**config.mk**
```make
export PLATFORM = sky130hd
export DESIGN_NAME = sdi_tx_insert_flat
export DESIGN_NICKNAME = d
export VERILOG_FILES = /design/src/core/sdi_tx_pkg.sv /design/src/core/sdi_tx_if.sv /design/src/core/sdi_tx_insert.sv /design/src/flat_wrapper.sv
export VERILOG_INCLUDE_DIRS = /design/src /design/src/core
export SDC_FILE = /design/constraint.sdc
export NUM_CORES = 1
export LEC_CHECK = 0
export BUFFER_PORTS_ARGS = -buffer_cell sky130_fd_sc_hd__buf_2
export CAP_MARGIN = 20
export CORE_MARGIN = 5
export CORE_UTILIZATION = 55
export DETAILED_ROUTE_END_ITERATION = 7
export PLACE_DENSITY_LB_ADDON = 0.25
export RECOVER_POWER = 25
export REMOVE_ABC_BUFFERS = 1
export SETUP_SLACK_MARGIN = 0.2
export SLEW_MARGIN = 0
export SYNTH_ARGS = -nofsm -noshare
export SYNTH_HDL_FRONTEND = slang
export SYNTH_SLANG_ARGS = --single-unit
```
**constraint.sdc**
```tcl
create_clock -name pclk -period 6.2 [get_ports pclk]
set_clock_uncertainty 0.2 [all_clocks]
set_input_delay 0.93 -clock pclk [delete_from_list [all_inputs] [get_ports pclk]]
set_output_delay 0.93 -clock pclk [all_outputs]
set_load 0.1 [all_outputs]
```
**src/core/sdi_tx_map.svh**
```systemverilog
`ifndef SDI_TX_MAP_SVH
`define SDI_TX_MAP_SVH

// Timing reference words and blanking levels
`define TRS_ONES 10'h3ff
`define TRS_ZERO 10'h000
`define BLANK_Y 10'h040
`define BLANK_C 10'h200

// Word positions counted from the first word of a timing reference
`define POS_XYZ 5'h03
`define POS_LN0 5'h04
`define POS_LN1 5'h05
`define POS_CR0 5'h06
`define POS_CR1 5'h07
`define SLOT_HD 5'h08
`define SLOT_SD 5'h04
`define POS_MAX 5'h1f

// Packet layout
`define DID_VPID 8'h41
`define SDID_VPID 8'h01
`define DID_EDH 8'hf4
`define DBN_EDH 8'h01
`define VPID_LEN 8'h04
`define EDH_LEN 8'h02
`define LAST_VPID 4'ha
`define LAST_EDH 4'h8
`define PKT_CS0 4'h3

// Line CRC, reflected form of x^18 + x^5 + x^4 + 1
`define CRC_POLY 18'h23000

// Register offsets and control fields
`define REG_CTRL 12'h000
`define REG_STAT 12'h004
`define CTRL_RST 32'h0000_0000
`define CTRL_CRC 0
`define CTRL_LN 1
`define CTRL_EDH 2
`define CTRL_VPID 3
`define CTRL_OVW 4
`define CTRL_LVLB 5
`define CTRL_MODE 8
`define CTRL_RUN 16
`define CTRL_MASK 32'h0001_033f
`define XYZ_POS 4'h3

`endif

```
**src/core/sdi_tx_pkg.sv**
```systemverilog
package sdi_tx_pkg;

    typedef logic [9:0] word_type;

    typedef enum logic [1:0] {
        MODE_HD = 2'b00,
        MODE_SD = 2'b01,
        MODE_3G = 2'b10,
        MODE_BAD = 2'b11
    } mode_type;

    typedef enum logic {
        PKT_IDLE = 1'b0,
        PKT_SEND = 1'b1
    } pkt_state_type;

    typedef enum logic [1:0] {
        PH_EAV = 2'b00,
        PH_HBLK = 2'b01,
        PH_SAV = 2'b10,
        PH_ACT = 2'b11
    } phase_type;

    typedef struct packed {
        word_type [3:0] yd;
        word_type [3:0] cd;
        logic [4:0] pos;
        logic eav;
        logic hd;
        logic sd;
        logic ins_ln;
        logic ins_edh;
        logic ins_vpid;
        logic ovw;
        logic fld;
        logic edh_pend;
        logic vpid_pend;
        pkt_state_type pst;
        logic kind_edh;
        logic [3:0] idx;
        logic [3:0] last;
        logic [8:0] cs;
        logic [31:0] udw;
        logic [15:0] sum;
        logic crc_on;
        logic crc_rdy;
        logic [17:0] crc_y;
        logic [17:0] crc_c;
        logic [10:0] ln;
        word_type y_out;
        word_type c_out;
    } tx_state_type;

    typedef struct packed {
        logic [31:0] ctrl;
        logic [31:0] rdata;
        phase_type ph;
        logic [11:0] wcnt;
        logic [10:0] line;
        logic fld;
        word_type y;
        word_type c;
    } src_state_type;

endpackage

```
**src/core/sdi_tx_if.sv**
```systemverilog
`timescale 1ns/10ps
interface sdi_tx_if;
    import sdi_tx_pkg::*;

    word_type video_a_y;
    word_type video_a_c;
    mode_type mode;
    logic high_rate_level_select;
    logic insert_crc;
    logic insert_ln;
    logic insert_edh;
    logic insert_vpid;
    logic overwrite_vpid;
    logic [10:0] line_a;
    logic [10:0] line_b;

    modport source (
        output video_a_y, video_a_c, mode, high_rate_level_select,
        output insert_crc, insert_ln, insert_edh, insert_vpid, overwrite_vpid,
        output line_a, line_b
    );

    modport transmitter (
        input video_a_y, video_a_c, mode, high_rate_level_select,
        input insert_crc, insert_ln, insert_edh, insert_vpid, overwrite_vpid,
        input line_a, line_b
    );
endinterface

```
**src/core/sdi_tx_insert.sv**
```systemverilog
// The placing of the registers and register access over APB were chosen for this implementation.
`timescale 1ns/10ps
`include "sdi_tx_map.svh"
module sdi_tx_insert #(
    parameter logic [31:0] VPID_PAYLOAD = 32'h0000_0000
) (
    // Clock and reset
    input wire logic pclk,
    input wire logic presetn,
    // Stream from the source
    sdi_tx_if.transmitter tx,
    // Stream toward the serialiser
    output sdi_tx_pkg::word_type y_out,
    output sdi_tx_pkg::word_type c_out
);
    import sdi_tx_pkg::*;

    ////////////////////////////////////////////////////////////////////////////
    // Word builders

    function automatic word_type anc(input logic [7:0] b);
        anc = {~(^b), ^b, b};
    endfunction

    function automatic word_type ln_word(input logic [10:0] ln, input logic hi);
        ln_word = hi ? {1'b1, 3'b000, ln[10:7], 2'b00} : {~ln[6], ln[6:0], 2'b00};
    endfunction

    function automatic logic [17:0] crc_step(input logic [17:0] c, input word_type w);
        logic [17:0] r;
        r = c;
        for (int i = 0; i < 10; i++) begin
            if (r[0] ^ w[i]) begin
                r = (r >> 1) ^ `CRC_POLY;
            end else begin
                r = r >> 1;
            end
        end
        crc_step = r;
    endfunction

    function automatic word_type pkt_word(input logic [3:0] i, input logic e,
                                          input logic [3:0] last, input logic [31:0] u,
                                          input logic [8:0] cs);
        logic [1:0] k;
        logic [31:0] sh;
        k = i[1:0] + 2'b10;
        sh = u >> {k, 3'b000};
        if (i == 4'h0) begin
            pkt_word = `TRS_ZERO;
        end else if (i == 4'h1 || i == 4'h2) begin
            pkt_word = `TRS_ONES;
        end else if (i == 4'h3) begin
            pkt_word = anc(e ? `DID_EDH : `DID_VPID);
        end else if (i == 4'h4) begin
            pkt_word = anc(e ? `DBN_EDH : `SDID_VPID);
        end else if (i == 4'h5) begin
            pkt_word = anc(e ? `EDH_LEN : `VPID_LEN);
        end else if (i == last) begin
            pkt_word = {~cs[8], cs};
        end else begin
            pkt_word = anc(sh[7:0]);
        end
    endfunction

    ////////////////////////////////////////////////////////////////////////////
    // Next state

    tx_state_type s;
    tx_state_type n;
    logic trs;
    logic exist;
    logic hd_now;
    logic go;
    logic kind;
    logic [3:0] idx;
    logic [3:0] last;
    logic [31:0] udw;
    logic [4:0] cur;
    logic [4:0] slot0;
    word_type xyz;
    word_type wy;
    word_type wc;

    always_comb begin
        n = s;
        trs = s.yd[3] == `TRS_ONES && s.yd[2] == `TRS_ZERO && s.yd[1] == `TRS_ZERO;
        xyz = s.yd[0];
        cur = trs ? 5'h00 : s.pos;
        slot0 = s.hd ? `SLOT_HD : `SLOT_SD;
        hd_now = tx.mode == MODE_HD || tx.mode == MODE_3G;
        exist = s.yd[3] == `TRS_ZERO && s.yd[2] == `TRS_ONES && s.yd[1] == `TRS_ONES
            && s.yd[0][7:0] == `DID_VPID;
        // Both stream A inputs pass unchanged apart from inserted words
        wy = s.yd[3];
        wc = s.cd[3];
        n.yd = {s.yd[2:0], tx.video_a_y};
        n.cd = {s.cd[2:0], tx.video_a_c};
        n.pos = (cur == `POS_MAX) ? cur : cur + 5'h01;
        n.sum = s.sum + {6'h00, s.yd[3]};
        if (trs) begin
            n.eav = xyz[6];
            if (xyz[6]) begin
                n.hd = hd_now;
                n.sd = tx.mode == MODE_SD;
                n.ins_ln = tx.insert_ln;
                n.ins_edh = tx.insert_edh;
                n.ins_vpid = tx.insert_vpid;
                n.ovw = tx.overwrite_vpid;
                n.ln = tx.line_a;
                if (xyz[8] != s.fld) begin
                    n.fld = xyz[8];
                    n.edh_pend = 1'b1;
                    n.vpid_pend = 1'b1;
                end
            end else begin
                n.crc_y = '0;
                n.crc_c = '0;
                n.crc_on = hd_now && tx.insert_crc;
            end
        end

        // Line number words right after the XYZ word of the EAV
        if (s.eav && s.hd && s.ins_ln && (cur == `POS_LN0 || cur == `POS_LN1)) begin
            wy = ln_word(s.ln, cur == `POS_LN1);
            wc = wy;
        end

        // Line CRC runs from the first active word through the second line number word
        if (s.crc_on && (s.eav || trs || cur > `POS_XYZ)) begin
            n.crc_y = crc_step(s.crc_y, wy);
            n.crc_c = crc_step(s.crc_c, wc);
        end
        if (s.eav && cur == `POS_LN1) begin
            n.crc_rdy = s.crc_on;
            n.crc_on = 1'b0;
        end
        if (s.eav && s.crc_rdy && cur == `POS_CR0) begin
            wy = {~s.crc_y[8], s.crc_y[8:0]};
            wc = {~s.crc_c[8], s.crc_c[8:0]};
        end
        if (s.eav && s.crc_rdy && cur == `POS_CR1) begin
            wy = {~s.crc_y[17], s.crc_y[17:9]};
            wc = {~s.crc_c[17], s.crc_c[17:9]};
            n.crc_rdy = 1'b0;
        end

        // Packet slot on the first line of each field, and on the second line for a VPID that follows an EDH packet
        go = s.pst == PKT_SEND;
        kind = s.kind_edh;
        idx = s.idx;
        last = s.last;
        udw = s.udw;
        if (s.eav && cur == slot0 && s.pst == PKT_IDLE) begin
            n.edh_pend = 1'b0;
            if (s.sd && s.edh_pend && s.ins_edh) begin
                go = 1'b1;
                kind = 1'b1;
                last = `LAST_EDH;
                udw = {16'h0000, s.sum};
                n.sum = 16'h0000;
            end else begin
                n.vpid_pend = 1'b0;
                if (s.vpid_pend && s.ins_vpid && (!exist || s.ovw)) begin
                    go = 1'b1;
                    kind = 1'b0;
                    last = `LAST_VPID;
                    udw = VPID_PAYLOAD;
                end
            end
            idx = 4'h0;
        end
        if (go) begin
            wy = pkt_word(idx, kind, last, udw, s.cs);
            n.kind_edh = kind;
            n.last = last;
            n.udw = udw;
            n.idx = idx + 4'h1;
            n.cs = ((idx == `PKT_CS0) ? 9'h000 : s.cs) + wy[8:0];
            n.pst = (idx == last) ? PKT_IDLE : PKT_SEND;
        end

        n.y_out = wy;
        n.c_out = wc;
    end

    ////////////////////////////////////////////////////////////////////////////
    // State register

    always_ff @(posedge pclk or negedge presetn) begin
        if (!presetn) begin
            s <= '0;
        end else begin
            s <= n;
        end
    end

    assign y_out = s.y_out;
    assign c_out = s.c_out;
endmodule

```
**src/flat_wrapper.sv**
```systemverilog
// flat-port wrapper written by rule: the top's interface ports become plain ports
module sdi_tx_insert_flat import sdi_tx_pkg::*;
#(
    parameter logic [31:0] VPID_PAYLOAD = 32'h0000_0000
)
  (pclk, presetn, y_out, c_out, tx_video_a_y, tx_video_a_c, tx_mode, tx_high_rate_level_select, tx_insert_crc, tx_insert_ln, tx_insert_edh, tx_insert_vpid, tx_overwrite_vpid, tx_line_a, tx_line_b);
  sdi_tx_if tx_i ();
  input wire logic pclk;
  input wire logic presetn;
  output sdi_tx_pkg::word_type y_out;
  output sdi_tx_pkg::word_type c_out;
  input wire logic [$bits(tx_i.video_a_y)-1:0] tx_video_a_y;
  input wire logic [$bits(tx_i.video_a_c)-1:0] tx_video_a_c;
  input wire logic [$bits(tx_i.mode)-1:0] tx_mode;
  input wire logic [$bits(tx_i.high_rate_level_select)-1:0] tx_high_rate_level_select;
  input wire logic [$bits(tx_i.insert_crc)-1:0] tx_insert_crc;
  input wire logic [$bits(tx_i.insert_ln)-1:0] tx_insert_ln;
  input wire logic [$bits(tx_i.insert_edh)-1:0] tx_insert_edh;
  input wire logic [$bits(tx_i.insert_vpid)-1:0] tx_insert_vpid;
  input wire logic [$bits(tx_i.overwrite_vpid)-1:0] tx_overwrite_vpid;
  input wire logic [$bits(tx_i.line_a)-1:0] tx_line_a;
  input wire logic [$bits(tx_i.line_b)-1:0] tx_line_b;
  assign tx_i.video_a_y = tx_video_a_y;
  assign tx_i.video_a_c = tx_video_a_c;
  assign tx_i.mode = tx_mode;
  assign tx_i.high_rate_level_select = tx_high_rate_level_select;
  assign tx_i.insert_crc = tx_insert_crc;
  assign tx_i.insert_ln = tx_insert_ln;
  assign tx_i.insert_edh = tx_insert_edh;
  assign tx_i.insert_vpid = tx_insert_vpid;
  assign tx_i.overwrite_vpid = tx_overwrite_vpid;
  assign tx_i.line_a = tx_line_a;
  assign tx_i.line_b = tx_line_b;
  sdi_tx_insert #(.VPID_PAYLOAD(VPID_PAYLOAD)) u_core (.pclk(pclk), .presetn(presetn), .tx(tx_i), .y_out(y_out), .c_out(c_out));
endmodule
```
==> impl_metrics.env <==
export IMPL_drive_above_1_share_pct=21.8
export IMPL_routabilityCongestion=0.838
export IMPL_netlist_instances=993
export IMPL_p_per_area_nw_per_um2=349
export IMPL_wl_um=23300
export IMPL_crit_type="reg2reg"
export IMPL_h_tree_depth=1
export IMPL_grt_max_degree=156
export IMPL_initial_utilization_pct=56.3
export IMPL_nets=1151
export IMPL_synth_adder_area_share_pct=3.44
export IMPL_die_x_um=149
export IMPL_grt_overflow=0
export IMPL_first_iter_violations=474
export IMPL_period_share_pct=96.6
export IMPL_hold_violations=0
export IMPL_synthXorXnorAreaFrac_pct=7.52
export IMPL_ys_ff_latch=231
export IMPL_max_freq_mhz=167
export IMPL_async_flop_share_pct=100
export IMPL_dieArea_um2=22200
export IMPL_max_cap_viol_count=1
export IMPL_setup_viol=0
export IMPL_wl_per_cell_um=17.3
export IMPL_die_h_um=149
export IMPL_ir_worst_vdd_mv=0.338
export IMPL_cp_common_cell="a21oi_2"
export IMPL_mostFrequentLayoutCells="dfrtp_1, nor2_1, o21ai_0"
export IMPL_coreArea_um2=18900
export IMPL_r2r_slack_ns=0.21
export IMPL_drtAntennaViolNets=0
export IMPL_cts_hold_buf=0
export IMPL_synth_top_family_by_area="compound AO/OA/AOI/OAI gates"
export IMPL_synthSimpleGateAreaFrac_pct=13.0
export IMPL_synth_edff_count=0
export IMPL_cts_tree="built"
export IMPL_synth_area_per_cell_um2=10.7
export IMPL_crit_fanout=4
export IMPL_clock_path_buffers=3
export IMPL_synthMuxAreaShare_pct=3.79
export IMPL_hp_class="reg2reg"
export IMPL_syn_area_um2=10600
export IMPL_fin_area_um2=12500
export IMPL_hp_start="u_core.n[187]"
export IMPL_antenna_found_initial=0
export IMPL_leakagePower_uw=0.00583
export IMPL_cpMaxStageDelayCell="or4b_4"
export IMPL_crit_start="u_core.n[213]"
export IMPL_synth_compound_area_share_pct=13.6
export IMPL_drc=0
export IMPL_rows=50
export IMPL_reg2reg_from="u_core.n[213]"
export IMPL_ys_seq_area_share_pct=54.4
export IMPL_finalPower_uw=4370
export IMPL_slowest_delay_ns=0.53
export IMPL_grt_pass1_vias=7473
export IMPL_drt_vias_per_instance=5.53
export IMPL_final_common_cell="dfrtp_1"
export IMPL_period_minus_slack_ns=5.99
export IMPL_cts_root_buf="clkbuf_16"
export IMPL_end_kind="flip-flop"
export IMPL_cts_clk_slew_worst_paths_ns=0.06
export IMPL_insertion_delay_ns=0.53
export IMPL_start_kind="flip-flop"
export IMPL_synth_distinct_cells=66
export IMPL_violations="max-capacitance violations, max-slew violations"
export IMPL_grt_first_pass_wirelength_um=38500
export IMPL_finalSetupTns_ns=0
export IMPL_status="finished, violations left"
export IMPL_io_buffers=59
export IMPL_ys_flop_type="dfrtp_1"
export IMPL_n_antenna_cell=0
export IMPL_syn_to_final_growth_pct=17.9
export IMPL_slew_viol_final=77
export IMPL_tightest_slew_ns=3.95
export IMPL_rsz0062_at_grt="yes"
export IMPL_placed_area_um2=11300
export IMPL_cts_made_buffers=25
export IMPL_drtPass1Iterations=7
export IMPL_numClockSinks=231
export IMPL_dp_hpwl_um=15200
export IMPL_cp_arrival_ns=6.18
export IMPL_io_pins=72
export IMPL_max_slew_margin_pct=-163
export IMPL_vias=7463
export IMPL_grt_util_all_layers_pct=21.3
export IMPL_required_ns=6.39
export IMPL_ys_warn_count=0
==> metrics by stage <==
step	setup slack [ns]	hold slack [ns]	cells	utilization, %
after detailed placement	-0.201	0.135	1293	59.9
after floorplan	-0.590	0.131	926	-
after global placement	-0.0685	0.131	1293	59.9
after CTS	0.232	0.148	1340	65.1
after global routing	-0.0907	0.154	1349	66.4
final	0.209	0.145	1349	66.4
==> synth_stat cells (all sizes together), types with 4 or more instances <==
library cell    n  area, um^2
o21bai         10        75.1
mux2i          11         110
xor2           31         272
a211oi         10        80.1
dfrtp         231        5780
or2             5        31.3
a21o           15         113
nor4            7        43.8
a31oi           6        37.5
xnor2          55         482
mux2           24         270
a21oi          66         334
nor2           85         319
a22o           16         140
or3             5        36.3
nand3          49         245
o21ai          78         390
o21a            5        37.5
nand2b          6        37.5
nor3b           5        37.5
ha             26         325
a22oi           7        52.6
nand4          11        68.8
inv            32         120
buf            28         194
nor2b           4        25.0
clkbuf         39         146
and2           30         190
nand2          56         210
==> worst max-delay path: cells and delay by family, from the launching register on <==
| kind | cells | cell delay [ns] |
|---|---|---|
| adder cells (fa/ha/maj) | 4 | 0.91 |
| flip-flops | 1 | 0.40 |
| buffers and inverters | 1 | 0.04 |
| AND/OR/NAND/NOR | 9 | 2.09 |
| AO/OA/AOI/OAI | 14 | 2.22 |
==> power by group <==
group	leakage (uW)	internal (uW)	switching [uW]
Sequential	0.00284	1710	166
Clock	0.000450	1010	601
Combinational	0.00254	409	484
Total	0.00583	3120	1250
==> sequential cells by signal, summed over array words and instances (netlist names) <==
| signal | count |
|---|---|
| u_core.n | 50 |
| u_core.xyz | 10 |
| u_core.y_out | 10 |
| u_core.s | 151 |
| u_core.c_out | 10 |
==> worst paths after layout <==
check                                 to  cells past startpoint
max                        u_core.s[125]                     28
min                        u_core.s[187]                      0
max reg2reg                u_core.s[125]                     28
min reg2reg                u_core.s[187]                      0
max in group asynchronous  u_core.xyz[5]                      1
min in group asynchronous   u_core.s[98]                      1
==> layer usage <==
layer	vias up	share of wire, %	track usage, %
met5	-	0	0
met4	0	2.5	6.13
met3	42	5.5	3.31
met2	187	47	33.1
met1	3648	46	31.2
li1	3586	-	-
==> kinds of logic (layout without fill, tap and decap cells) <==
group,count (synthesis),in the layout
buffers and inverters,99,195
adder cells (fa/ha/maj),28,28
AO/OA/AOI/OAI,232,232
AND/OR/NAND/NOR,279,279
multiplexers,36,36
flip-flops,231,231
XOR/XNOR,88,88
==> final cells by class <==
cell class / instances / area [um^2]
Timing Repair Buffer: 118 / 772
Fill cell: 1471 / 6360
Clock buffer: 34 / 739
Clock inverter: 11 / 179
Multi-Input combinational cell: 663 / 4620
Sequential cell: 231 / 5780
Tap cell: 260 / 325
Inverter: 32 / 120
==> what timing repair did <==
action | 4_1_cts | 5_1_grt
setup buffers | 2 | 8
endpoints found under the setup margin | 3 | 3
resized for setup | 17 | 39
pin swaps | 9 | 23
(Power assumes the default switching activity.)
